File: src/common/sadc_map.svh
`ifndef SADC_MAP_SVH
`define SADC_MAP_SVH

// rising-edge pulse numbers counted from the start bit
`define SADC_PULSE_START   5'h01
`define SADC_PULSE_CFG     5'h02
`define SADC_PULSE_MSB     5'h04
`define SADC_PULSE_LSB     5'h0B
`define SADC_PULSE_LAST    5'h13
`define SADC_PULSE_MAX     5'h1F

// output pin level while enabled but before the first data bit
`define SADC_IDLE_BIT      1'h0

// comparator settle time per trial, in ns, and synchroniser depth
`define SADC_SETTLE_NS     40
`define SADC_CLK_MHZ       125
`define SADC_SYNC_STAGES   2

`endif

File: src/common/sadc_pkg.sv
`default_nettype none
package sadc_pkg;

  typedef enum logic [1:0] {
    SADC_PS_IDLE  = 2'b00,
    SADC_PS_START = 2'b01,
    SADC_PS_ADDR  = 2'b10,
    SADC_PS_DATA  = 2'b11
  } sadc_port_state_t;

  typedef enum logic [1:0] {
    SADC_SAR_IDLE  = 2'b00,
    SADC_SAR_SIGN  = 2'b01,
    SADC_SAR_TRIAL = 2'b10,
    SADC_SAR_DONE  = 2'b11
  } sadc_sar_state_t;

endpackage : sadc_pkg
`default_nettype wire

File: src/design/sadc_sar.sv
`timescale 1ns/1ps
`default_nettype none
`include "sadc_map.svh"

module sadc_sar #(
  parameter int RES_W = 8
) (
  // clock and reset
  input  wire logic             clk,
  input  wire logic             srst,
  // control
  input  wire logic             start,
  input  wire logic             abort,
  // synchronised comparator: positive minus negative at or above dac level
  input  wire logic             cmp_above,
  // analog side
  output logic [RES_W-1:0]      dac_code,
  output logic                  hold_active,
  // result
  output logic [RES_W-1:0]      result,
  output logic                  done
);
  import sadc_pkg::*;

  // settle rounds up, plus the comparator synchroniser latency
  localparam int SETTLE_CYC = (`SADC_SETTLE_NS * `SADC_CLK_MHZ + 999) / 1000;
  localparam int WAIT_CYC   = SETTLE_CYC + `SADC_SYNC_STAGES;
  localparam int WAIT_W     = $clog2(WAIT_CYC + 1);
  localparam int IDX_W      = $clog2(RES_W);

  sadc_sar_state_t   state_reg;
  logic [WAIT_W-1:0] wait_reg;
  logic [IDX_W-1:0]  idx_reg;
  logic              settled;

  assign settled = (wait_reg == '0);

  // successive approximation with a leading sign test against code zero
  always_ff @(posedge clk) begin
    if (srst || abort) begin
      state_reg   <= SADC_SAR_IDLE;
      wait_reg    <= '0;
      idx_reg     <= '0;
      dac_code    <= '0;
      hold_active <= 1'b0;
      result      <= '0;
      done        <= 1'b0;
    end else begin
      unique case (state_reg)
        SADC_SAR_IDLE: begin
          if (start) begin
            state_reg   <= SADC_SAR_SIGN;
            dac_code    <= '0;
            wait_reg    <= WAIT_W'(WAIT_CYC);
            hold_active <= 1'b1;
            done        <= 1'b0;
          end
        end
        SADC_SAR_SIGN: begin
          if (!settled) begin
            wait_reg <= wait_reg - 1'b1;
          end else if (!cmp_above) begin
            result      <= '0;
            state_reg   <= SADC_SAR_DONE;
            hold_active <= 1'b0;
            done        <= 1'b1;
          end else begin
            idx_reg               <= IDX_W'(RES_W - 1);
            dac_code              <= '0;
            dac_code[RES_W-1]     <= 1'b1;
            wait_reg              <= WAIT_W'(WAIT_CYC);
            state_reg             <= SADC_SAR_TRIAL;
          end
        end
        SADC_SAR_TRIAL: begin
          if (!settled) begin
            wait_reg <= wait_reg - 1'b1;
          end else if (idx_reg == '0) begin
            result      <= {dac_code[RES_W-1:1], cmp_above};
            dac_code[0] <= cmp_above;
            state_reg   <= SADC_SAR_DONE;
            hold_active <= 1'b0;
            done        <= 1'b1;
          end else begin
            dac_code[idx_reg]        <= cmp_above;
            dac_code[idx_reg - 1'b1] <= 1'b1;
            idx_reg                  <= idx_reg - 1'b1;
            wait_reg                 <= WAIT_W'(WAIT_CYC);
          end
        end
        SADC_SAR_DONE: begin
          done <= 1'b1;
        end
      endcase
    end
  end

endmodule // sadc_sar

`default_nettype wire

File: src/design/sadc_serial_port.sv
// Contract
// - select low enables logic, output undriven until third rising edge
// - first high command bit is start
// - command bit shifted on each rising edge
// - next two bits: mode, then channel/polarity
// - single-ended 10 input a, 11 input b
// - differential 00 a positive, 01 b positive
// - positive below negative gives all zeros
// - result by successive approximation search
// - after config bits convert, drive output
// - ignore command input after addressing
// - MSB-first on falling edges 4 to 11
// - then LSB-first on pulses 12 to 19
// - host raises select after pulse 19
// - output undriven when select rises
// - select is active low, gates activity
`timescale 1ns/1ps
`default_nettype none
`include "sadc_map.svh"

module sadc_serial_port #(
  parameter int RES_W = 8
) (
  // clock and reset
  input  wire logic             clk,
  input  wire logic             srst,
  // serial pins from the host
  input  wire logic             sel_n_pin,
  input  wire logic             sclk_pin,
  input  wire logic             serial_cmd_in,
  // result pin, two signals of a tri-state pin
  output logic                  result_out,
  output logic                  result_oe_n,
  // analog front end
  input  wire logic             cmp_above_pin,
  output logic                  in_pos_is_b,
  output logic                  in_neg_is_gnd,
  output logic                  hold_active,
  output logic [RES_W-1:0]      dac_code
);
  import sadc_pkg::*;

  localparam int IDX_W = $clog2(RES_W);

  logic [1:0]       sel_sync_reg;
  logic [2:0]       sclk_sync_reg;
  logic [1:0]       cmd_sync_reg;
  logic [1:0]       cmp_sync_reg;
  sadc_port_state_t state_reg;
  logic [4:0]       pulse_cnt_reg;
  logic             single_diff_select;
  logic             conv_start_reg;
  logic [RES_W-1:0] result_word;
  logic             conv_done;
  logic             sel_active;
  logic             sclk_rise;
  logic             sclk_fall;
  logic             cmd_bit;
  logic             cfg_last;

  // picks the result bit launched on a given falling-edge pulse
  function automatic logic result_bit(input logic [RES_W-1:0] word, input logic [4:0] pulse);
    logic [4:0] pos;
    pos = 5'h00;
    if (pulse <= `SADC_PULSE_LSB) begin
      pos = `SADC_PULSE_LSB - pulse;
    end else if (pulse < `SADC_PULSE_LAST) begin
      pos = pulse - `SADC_PULSE_LSB;
    end else begin
      pos = 5'(RES_W - 1);
    end
    return word[pos[IDX_W-1:0]];
  endfunction

  // pin synchronisers
  always_ff @(posedge clk) begin
    if (srst) begin
      sel_sync_reg  <= 2'h3;
      sclk_sync_reg <= 3'h0;
      cmd_sync_reg  <= 2'h0;
      cmp_sync_reg  <= 2'h0;
    end else begin
      sel_sync_reg  <= {sel_sync_reg[0], sel_n_pin};
      sclk_sync_reg <= {sclk_sync_reg[1:0], sclk_pin};
      cmd_sync_reg  <= {cmd_sync_reg[0], serial_cmd_in};
      cmp_sync_reg  <= {cmp_sync_reg[0], cmp_above_pin};
    end
  end

  assign sel_active = ~sel_sync_reg[1];
  assign sclk_rise  = sclk_sync_reg[1] & ~sclk_sync_reg[2];
  assign sclk_fall  = ~sclk_sync_reg[1] & sclk_sync_reg[2];
  assign cmd_bit    = cmd_sync_reg[1];
  assign cfg_last   = (state_reg == SADC_PS_ADDR) && sclk_rise
                      && (pulse_cnt_reg == `SADC_PULSE_CFG);

  // cycle sequencing; select high returns to idle
  always_ff @(posedge clk) begin
    if (srst || !sel_active) begin
      state_reg <= SADC_PS_IDLE;
    end else begin
      unique case (state_reg)
        SADC_PS_IDLE: begin
          state_reg <= SADC_PS_START;
        end
        SADC_PS_START: begin
          if (sclk_rise && cmd_bit) begin
            state_reg <= SADC_PS_ADDR;
          end
        end
        SADC_PS_ADDR: begin
          if (cfg_last) begin
            state_reg <= SADC_PS_DATA;
          end
        end
        SADC_PS_DATA: begin
          state_reg <= SADC_PS_DATA;
        end
      endcase
    end
  end

  // rising-edge pulse count from the start bit, saturating
  always_ff @(posedge clk) begin
    if (srst || !sel_active) begin
      pulse_cnt_reg <= 5'h00;
    end else if (state_reg == SADC_PS_START) begin
      if (sclk_rise && cmd_bit) begin
        pulse_cnt_reg <= `SADC_PULSE_START;
      end
    end else if (sclk_rise && state_reg != SADC_PS_IDLE
                 && pulse_cnt_reg != `SADC_PULSE_MAX) begin
      pulse_cnt_reg <= pulse_cnt_reg + 5'h01;
    end
  end

  // address shift: only active during addressing
  always_ff @(posedge clk) begin
    if (srst || !sel_active) begin
      single_diff_select <= 1'b0;
      in_pos_is_b        <= 1'b0;
      in_neg_is_gnd      <= 1'b1;
      conv_start_reg     <= 1'b0;
    end else begin
      conv_start_reg <= cfg_last;
      if (state_reg == SADC_PS_ADDR && sclk_rise) begin
        if (pulse_cnt_reg == `SADC_PULSE_START) begin
          single_diff_select <= cmd_bit;
        end else begin
          in_pos_is_b   <= cmd_bit;
          in_neg_is_gnd <= single_diff_select;
        end
      end
    end
  end

  // result pin driver
  always_ff @(posedge clk) begin
    if (srst || !sel_active) begin
      result_oe_n <= 1'b1;
      result_out  <= `SADC_IDLE_BIT;
    end else if (cfg_last) begin
      result_oe_n <= 1'b0;
      result_out  <= `SADC_IDLE_BIT;
    end else if (state_reg == SADC_PS_DATA && sclk_fall
                 && pulse_cnt_reg >= `SADC_PULSE_MSB) begin
      // a host that outruns the conversion reads the idle level
      if (conv_done) begin
        result_out <= result_bit(result_word, pulse_cnt_reg);
      end else begin
        result_out <= `SADC_IDLE_BIT;
      end
    end
  end

  sadc_sar #(
    .RES_W (RES_W)
  ) u_sar (
    .clk         (clk),
    .srst        (srst),
    .start       (conv_start_reg),
    .abort       (!sel_active),
    .cmp_above   (cmp_sync_reg[1]),
    .dac_code    (dac_code),
    .hold_active (hold_active),
    .result      (result_word),
    .done        (conv_done)
  );

endmodule // sadc_serial_port

`default_nettype wire

File: config.mk
export PLATFORM = sky130hd
export DESIGN_NAME = sadc_serial_port
export DESIGN_NICKNAME = d
export VERILOG_FILES = /design/src/common/sadc_pkg.sv /design/src/design/sadc_sar.sv /design/src/design/sadc_serial_port.sv
export VERILOG_INCLUDE_DIRS = /design/src /design/src/common
export SDC_FILE = /design/constraint.sdc
export NUM_CORES = 1
export LEC_CHECK = 0
export BUFFER_PORTS_ARGS = -buffer_cell sky130_fd_sc_hd__buf_2
export CORE_MARGIN = 2
export CORE_UTILIZATION = 59
export DETAILED_ROUTE_END_ITERATION = 16
export MAX_ROUTING_LAYER = met4
export PLACE_DENSITY = 0.87
export SETUP_SLACK_MARGIN = 0.3
export SLEW_MARGIN = 20
export SYNTH_ARGS = -nofsm -noshare
export SYNTH_HDL_FRONTEND = slang
export SYNTH_SLANG_ARGS = --single-unit
File: constraint.sdc
create_clock -name clk -period 2.8 [get_ports clk]
set_input_delay 0 -clock clk [delete_from_list [all_inputs] [get_ports clk]]
set_output_delay 0 -clock clk [all_outputs]
set_load 0.05 [all_outputs]
# Yosys cells after proc, flatten, opt, wreduce, memory -nomap -nowiden
# Index checks and enable logic that the tools add are counted.
[op_classes]
add_sub_neg = 5
magnitude_cmp = 8
reduce_logical = 31
n_eq_ne = 20
bitwise = 6
muxes = 60
[op_table]
columns = ["operator", "count"]
rows = [
  ["two-way mux 8 bit", 8],
  ["two-way mux 3 bit", 14],
  ["AND reduction 5 bit", 5],
  ["case mux 8 bit (3 select lines)", 1],
  ["two-way mux 1 bit", 16],
  ["case mux 8 bit (2 select lines)", 1],
  ["two-way mux 5 bit", 3],
  ["< comparator 3 x 4 -> 1 bit (second input constant)", 3],
  ["two-way mux 2 bit", 6],
  ["!= test 2 bit (second input constant)", 6],
  ["AND reduction 6 bit", 2],
  ["logical AND 1 bit", 9],
  ["case mux 3 bit (3 select lines)", 1],
  ["bitwise mux 8 bit", 1],
  ["== test 2 bit (second input constant)", 4],
  ["OR 8 bit", 1],
  ["case mux 2 bit (4 select lines)", 1],
  ["AND reduction 2 bit", 4],
  ["two-way mux 7 bit", 1],
  ["demux 1 bit (select 3 bit)", 2],
  ["greater-or-equal comparator 3 x 1 -> 1 bit (second input constant)", 2],
  ["logical NOT 3 bit", 2],
  ["!= test 2 x 1 -> 1 bit (second input constant)", 3],
  ["!= test 3 bit (second input constant)", 2],
  ["24 further kinds", 32],
]
[totals]
word_cells = 150
inputBits = 6
regBits = 48

# Logic depth before layout (Yosys ltp)
# Gate-level depths: netlist of run 1.
[logic_depth]
word_depth = 10
ltp_mapped = 10
depth_no_buf = 8

# Cells and area by module
# From an unflattened synthesis of run 1, not the netlist that was laid out.
[unflattened]
hier_cells = 308
hier_area_um2 = 2571.2
[modules_own_cells]
columns = ["module", "n_inst", "seq_area_each_um2", "cells_each", "area_each_um2"]
rows = [
  ["sadc_sar", 1, 520.5, 197, 1559.0],
  ["sadc_serial_port", 1, 440.4, 111, 1012.2],
]

# Worst setup path after synthesis of run 1
# No wires, ideal clock.
[synth_path]
kind = "register to register"
start = "reg u_sar.state_reg[0]"
end = "reg u_sar.dac_code[3]"
t_required_ns = 2.732
t_arrival_ns = 1.935
path_stages_with_launch = 10
path_buffers = 1
setup_slack_ns = 0.797
cell_sequence = "dfxtp_1 -> inv_1 -> ha_1 -> buf_6 -> or2_4 -> a211oi_4 -> nor3b_2 -> nand2_2 -> a221o_1 -> a21oi_2"
[synth_via]
elab_chain_len = 3
elab_cells_between_ends = 11
[synth_rtl]
columns = ["element", "line_no", "source"]
rows = [
  ["start, declared", "sadc_sar.sv:31", "sadc_sar_state_t state_reg;"],
  ["start signal, assigned", "sadc_sar.sv:41", "state_reg <= SADC_SAR_IDLE;"],
  ["start signal, assigned", "sadc_sar.sv:52", "state_reg <= SADC_SAR_SIGN;"],
  ["start signal, assigned", "sadc_sar.sv:64", "state_reg <= SADC_SAR_DONE;"],
  ["== test 2 bit (tied with other cells)", "sadc_sar.sv:49", "unique case (state_reg)"],
  ["!= test 2 x 1 -> 1 bit (no source line) (tied with other cells)", "n/a", ""],
  ["AND reduction 6 bit (no source line)", "n/a", ""],
  ["end signal, assigned by index", "sadc_sar.sv:85", "dac_code[idx_reg] <= cmp_above;"],
  ["end, declared", "sadc_sar.sv:17", "output logic [RES_W-1:0] dac_code,"],
]
# Parallel ways exist; a longest one is shown, timed or not.
# A chain may end at the register's enable or synchronous reset.

# Worst setup path in the final report of run 1
# Ends and elaborated chain as after synthesis.

==> impl_summary.log, run 1 <==
[metrics] GR Util All Layers: 24.9%
[metrics] die extent in x: 68.9 um
[metrics] final worst path period need: 2.24 ns
[metrics] peak ir drop on the vdd network: 277 uV
[metrics] detailed route wirelength on metal2: 2380 um
[metrics] EDFF count, synth: 0
[metrics] largest net degree at the start of global routing: 34
[metrics] fin nets: 335
[metrics] cell type with the highest aggregate area in the netlist: dfxtp_1
[metrics] setup repair after global routing missed its margin: no
[metrics] critical setup path kind: reg2reg
[metrics] routed wl met3: 244 um
[metrics] drc violations: 0
[metrics] critical path data required time: 3.04 ns
[metrics] total CTS buffers: 5
[metrics] Overall Power: 1.23 mW
[metrics] number of cell rows: 23
[metrics] clock tree from TritonCTS: done
[metrics] number of register bits inferred by synthesis: 48
[metrics] first-pass GRT wire length: 8620 um
[metrics] instance count of the mapped netlist: 297
[metrics] Top-Level Pins: 19
[metrics] final-report hold violation count: 0
[metrics] number of global-route vias before repair: 1956
[metrics] largest fanout on the critical path: 17
[metrics] total clock sinks: 48
[metrics] Area contributors post-synth: dfxtp_1, ha_1, nand2_1
[metrics] clock transition at the register clock pins on the worst setup and hold paths after CTS: 0.09 ns
[metrics] number of port buffers: 18
[metrics] type of element capturing the critical path: register
[metrics] transition at the pin with the smallest max-transition slack: 0.654 ns
[metrics] sum of overflow across all layers after global routing: 0
[metrics] Post-synth ARST share: 0%
[metrics] critical path arrival: 2.49 ns
[metrics] worst rel slew slack: 56.4%
[metrics] total setup violations reported at the end of the flow: 0
[metrics] fin crit share: 80.2%
[metrics] final sum of negative setup slack: 0 ns
[metrics] DIE HEIGHT: 68.9 um
[metrics] DRT met1 WL: 2370 um
[metrics] Routed Wire Length: 5070 um
[metrics] count of TritonRoute iterations in the first routing pass: 4
[metrics] worst hold-check path type: in2reg
[metrics] cell area after synthesis: 2480 um2
[metrics] Die Area: 4750 um2
[metrics] core footprint: 4030 um2
[metrics] root buffer selected by CTS: clkbuf_8
[metrics] ys flop type: dfxtp_1
[metrics] area share of the largest cell type after synthesis: 38.7%
[metrics] post-synthesis cell type count: 48
[metrics] top layer in use: met4
[metrics] final estimated routing congestion in global placement: 0.895
[metrics] count of non-filler cells in the finished layout: 367
[metrics] number of slew-limit violations in the final report: 0
[metrics] Initial Utilization: 61.7%
[metrics] vias per cell: 5.89
[metrics] wire length per cell: 13.8 um
[metrics] fraction of final layout cells sized beyond drive strength 1: 13.9%
[metrics] Clock Tree Buf Depth: 2
[metrics] Worst setup SP type: register
[metrics] worst hold slack: 0.417 ns
[metrics] first-iteration detailed-routing DRC count: 274
[metrics] number of routed nets with antenna violations: 0
[metrics] number of vias in the routed layout: 2163
[metrics] initial antenna violation count: 0
[metrics] worst clock skew: 0.00220 ns
[metrics] Syn Nets: 316
[metrics] layout-stage area growth over the synthesis result: 11.7%
[metrics] result of the run: complete, no violations
[metrics] # placed instances: 351
[metrics] upper clock frequency limit: 445 MHz
[metrics] leakage dissipation: 1.01 nW
[metrics] number of setup buffers added after CTS: 0
[metrics] diodes inserted: 0
[metrics] H-tree depth reported by CTS: 2
[metrics] total power divided by cell area: 445 nW/um2
[metrics] average cell area after synthesis: 8.37 um2
[metrics] Syn. warnings: 0
[metrics] number of max-capacitance violations reported: 0
[metrics] half-perimeter wire length after detailed placement: 3510 um
[metrics] part of the Yosys area used for sequential elements: 38.7%
[metrics] clock insertion delay at the later pin of the skew report: 0.30 ns
-- cells in the final DEF, fill, tap and decap left out, types with 3 or more instances in the layout --
cell type,n
a211oi_1,4
a21oi_1,25
a2bb2oi_1,4
a31oi_1,4
and3_1,4
buf_2,18
clkbuf_8,5
dfxtp_1,48
dlygate4sd3_1,8
ha_1,12
inv_1,12
mux2i_1,7
nand2_1,36
nand2b_1,4
nand3_1,18
nor2_1,26
nor2b_1,13
nor3_1,4
o2111ai_1,5
o21ai_0,10
or2_2,6
or3_1,3
-- synthesized netlist by cell type, types with 3 or more instances --
cell / count
nand2_1: 36
or2_2: 6
and3_1: 4
o21ai_0: 10
a2bb2oi_1: 4
nand3_1: 18
a21oi_1: 25
nor2b_1: 13
inv_1: 12
clkbuf_1: 11
ha_1: 13
nand2b_1: 4
a211oi_1: 4
buf_2: 3
dfxtp_1: 48
mux2i_1: 7
nor2_1: 26
or3_1: 3
a31oi_1: 4
o2111ai_1: 5
nor3_1: 4
-- power breakdown --
| group | total [mW] | internal (mW) | switching (mW) |
|---|---|---|---|
| logic | 0.0255 | 0.0147 | 0.0109 |
| clock network | 0.516 | 0.269 | 0.247 |
| registers | 0.692 | 0.688 | 0.00433 |
| total | 1.23 | 0.972 | 0.262 |
-- cells by family (layout without fill, tap and decap cells) --
family | count (synthesis) | after routing | share of synthesized area, %
AO/OA/AOI/OAI | 71 | 71 | 19.3
XOR/XNOR | 1 | 1 | 0.353
adder cells (fa/ha/maj) | 13 | 13 | 6.55
buffers and inverters | 27 | 47 | 4.53
flip-flops | 48 | 48 | 38.7
multiplexers | 10 | 10 | 5.09
AND/OR/NAND/NOR | 127 | 127 | 25.5
-- worst paths after layout --
kind	start	end	slack (ns)	cells past startpoint
max reg2reg	u_sar.state_reg[0]	u_sar.dac_code[3]	0.56	8
max	u_sar.state_reg[0]	u_sar.dac_code[3]	0.56	8
min reg2reg	sel_sync_reg[0]	sel_sync_reg[1]	0.43	1
min	sel_n_pin	sel_sync_reg[0]	0.42	3
-- worst max-delay path, cell delays in order, from the launching register on --
cell	delay [ns]
dfxtp_1	0.38
inv_1	0.11
ha_2	0.30
or2_4	0.29
a211oi_4	0.29
nor3b_2	0.28
nand2_2	0.12
a221o_1	0.30
a21oi_2	0.11
-- routing by layer --
metal	vias to the layer above	global-route usage [%]
met5	-	-
met1	1012	31.6
met2	61	39.2
met3	4	4.87
li1	1086	-
met4	0	9.56
-- through the flow --
stage | setup WS (ns) | area [um2] | util [%]
floorplan | 0.797 | 2480 | -
global placement | 0.599 | 2580 | 64.0
detailed placement | 0.492 | 2580 | 64.0
CTS | 0.458 | 2770 | 68.8
global route | 0.378 | 2780 | 68.9
finish | 0.555 | 2780 | 68.9
-- what timing repair did --
action                                 in CTS  in global routing
hold buffers                                8                  0
endpoints found under the hold margin       8                  0
setup endpoints to repair                   0                  4
resized for setup                           0                  1
-- layout make-up --
| cell class | count | area [um2] |
|---|---|---|
| Clock buffer | 5 | 68.8 |
| Clock inverter | 3 | 46.3 |
| Fill cell | 336 | 1250 |
| Inverter | 12 | 45.0 |
| Multi-Input combinational cell | 222 | 1410 |
| Sequential cell | 48 | 961 |
| Tap cell | 50 | 62.6 |
| Timing Repair Buffer | 27 | 178 |
Note: power is estimated with default switching activity, not from simulation.
==> inputs of run 2 (changes only) <==
==> constraint.sdc (replaced) <==
create_clock -name clk -period 2.4 [get_ports clk]
set_input_delay 0 -clock clk [delete_from_list [all_inputs] [get_ports clk]]
set_output_delay 0 -clock clk [all_outputs]
set_load 0.05 [all_outputs]
==> run 2 against run 1 <==
  * Fmax grew 12%
  * Worst setup slack lost 0.15 ns
  * Sequential power grew 16%
  * Power grew 16%
  * Combinational power grew 18%
  * Clock power grew 16%
  * Utilization grew 2.3 points
  * Sequential share of layout area shrank 0.62 points
  * Global-route usage grew 0.25 points
  * Die area is the same
  * Critical path type unchanged
==> impl_summary.log, run 2 (synthesized netlist as in run 1, its figures left out) <==
[metrics] result of the run: complete, no violations
[metrics] upper clock frequency limit: 501 MHz
[metrics] transition at the pin with the smallest max-transition slack: 0.656 ns
[metrics] commonest cells after routing, fill and taps aside: dfxtp_1, nand2_1, a21oi_1
[metrics] sequential cell fraction of total power: 56.1%
[metrics] die extent in x: 68.9 um
[metrics] Worst setup SP type: register
[metrics] wire length per cell: 14.0 um
[metrics] worst-case setup margin in the final layout: 0.403 ns
[metrics] first-pass GRT wire length: 8590 um
[metrics] fin crit share: 83.2%
[metrics] drc violations: 0
[metrics] Routed Wire Length: 5220 um
[metrics] fraction of final layout cells sized beyond drive strength 1: 18.3%
[metrics] worst hold slack: 0.413 ns
[metrics] logic depth of the worst register-to-register path: 7
[metrics] total CTS buffers: 5
[metrics] worst hold-check path type: in2reg
[metrics] final sum of negative setup slack: 0 ns
[metrics] Worst Setup Slack post-DPL: 0.244 ns
[metrics] number of routed nets with antenna violations: 0
[metrics] H-tree depth reported by CTS: 2
[metrics] total power divided by cell area: 500 nW/um2
[metrics] final-report hold violation count: 0
[metrics] clock transition at the register clock pins on the worst setup and hold paths after CTS: 0.09 ns
[metrics] first-iteration detailed-routing DRC count: 207
[metrics] core footprint: 4030 um2
[metrics] hold-critical path depth: 3
[metrics] number of max-capacitance violations reported: 0
[metrics] GR Util All Layers: 25.1%
[metrics] DIE HEIGHT: 68.9 um
[metrics] largest fanout on the critical path: 8
[metrics] leakage dissipation: 1.04 nW
[metrics] final estimated routing congestion in global placement: 0.953
[metrics] type of element capturing the critical path: register
[metrics] critical path data required time: 2.60 ns
[metrics] root buffer selected by CTS: clkbuf_8
[metrics] Critical path origin: pulse_cnt_reg[0]
[metrics] net switching power figure: 0.304 mW
[metrics] number of port buffers: 18
[metrics] clock share of power: 41.8%
[metrics] largest net degree at the start of global routing: 34
[metrics] critical path arrival: 2.20 ns
[metrics] number of vias in the routed layout: 2192
[metrics] number of global-route vias before repair: 1991
[metrics] critical setup path kind: reg2reg
[metrics] half-perimeter wire length after detailed placement: 3500 um
[metrics] fin nets: 340
[metrics] Die Area: 4750 um2
[metrics] total clock sinks: 48
[metrics] Top-Level Pins: 19
[metrics] filler cell count in the final layout: 335
[metrics] launch instance of the worst register-to-register path: pulse_cnt_reg[0]
[metrics] commonest non-fill, non-tap cell in the layout: dfxtp_1
[metrics] diodes inserted: 0
[metrics] total setup violations reported at the end of the flow: 0
[metrics] initial antenna violation count: 0
[metrics] clock insertion delay at the later pin of the skew report: 0.31 ns
[metrics] worst rel slew slack: 56.3%
[metrics] worst clock skew: 0.00787 ns
[metrics] clock tree from TritonCTS: done
[metrics] switching fraction of total power: 21.2%
[metrics] Combinational Power Share: 2.1%
[metrics] sum of overflow across all layers after global routing: 0
[metrics] final worst path period need: 2.00 ns
[metrics] setup repair after global routing missed its margin: no
[metrics] Initial Utilization: 61.7%
[metrics] count of TritonRoute iterations in the first routing pass: 4
[metrics] layout-stage area growth over the synthesis result: 15.4%
[metrics] number of slew-limit violations in the final report: 0
[metrics] cell-internal power: 1.13 mW
[metrics] number of cell rows: 23
[metrics] vias per cell: 5.89
[metrics] peak ir drop on the vdd network: 475 uV
[metrics] hold wc startpoint: sel_n_pin
[metrics] Clock Tree Buf Depth: 2
==> run 2: cell count changes in the layout (fill, tap and decap cells not counted), sizes merged <==
| cell | delta |
|---|---|
| clkinv | +2 |
| clkinvlp | -1 |
| inv | -1 |
| buf | +5 |
==> run 2: area by class of cell <==
class / instances / area, um2 / area share, %
clock inverter: 3 / 47.5 / 1.66
timing repair buffer: 32 / 215 / 7.51
multi-input combinational: 222 / 1450 / 50.7
sequential: 48 / 975 / 34.0
clock buffer: 5 / 68.8 / 2.40
inverter: 12 / 45.0 / 1.57
tap: 50 / 62.6 / 2.18
==> run 2: worst max-delay path, stage by stage, from the launching register on <==
cell and delay [ns]:
dfxtp_4 0.41, inv_1 0.08, ha_1 0.33, o2111ai_1 0.11
nand3_1 0.16, mux4_2 0.50, mux2i_1 0.18, o32ai_1 0.11
==> run 2: what timing repair did <==
action / 4_1_cts / 5_1_grt
gates resized for setup: 4 / 14
buffers inserted: 2 / 1
endpoints found under the hold margin: 8 / 0
setup endpoints to repair: 10 / 20
hold buffers: 8 / 0
pin swaps: 1 / 0
==> run 2: worst paths after layout <==
kind	endpoint	slack, ns
worst max-delay path	result_out	0.40
worst min-delay path	sel_sync_reg[0]	0.41
worst max register to register	result_out	0.40
worst min register to register	sel_sync_reg[1]	0.41
==> run 2: per-stage QoR <==
| stage | instances | utilization, % | cell area, um2 | power (mW) |
|---|---|---|---|---|
| after detailed placement | 353 | 64.3 | 2590 | 0.847 |
| after global routing | 372 | 71.1 | 2870 | 1.48 |
| after CTS | 371 | 69.9 | 2820 | 1.46 |
| after global placement | 353 | 64.3 | 2590 | 0.846 |
| final | 372 | 71.1 | 2870 | 1.43 |
| after floorplan | 297 | - | 2480 | 0.839 |
==> run 2: power by group through the flow <==
stage          logic [mW]  registers [mW]  clock network [mW]
2_1_floorplan      0.0157           0.824                   0
3_3_place_gp       0.0196           0.826                   0
3_5_place_dp       0.0204           0.826                   0
4_1_cts            0.0301           0.808               0.619
5_1_grt            0.0335           0.806               0.646
6_report           0.0301           0.804               0.600
==> run 2: metal layers <==
metal | part of all wire [%] | track usage, %
met5 | 0 | -
met4 | 2.4 | 12.5
met3 | 4.3 | 6.49
met2 | 46 | 37.6
met1 | 47 | 31.4
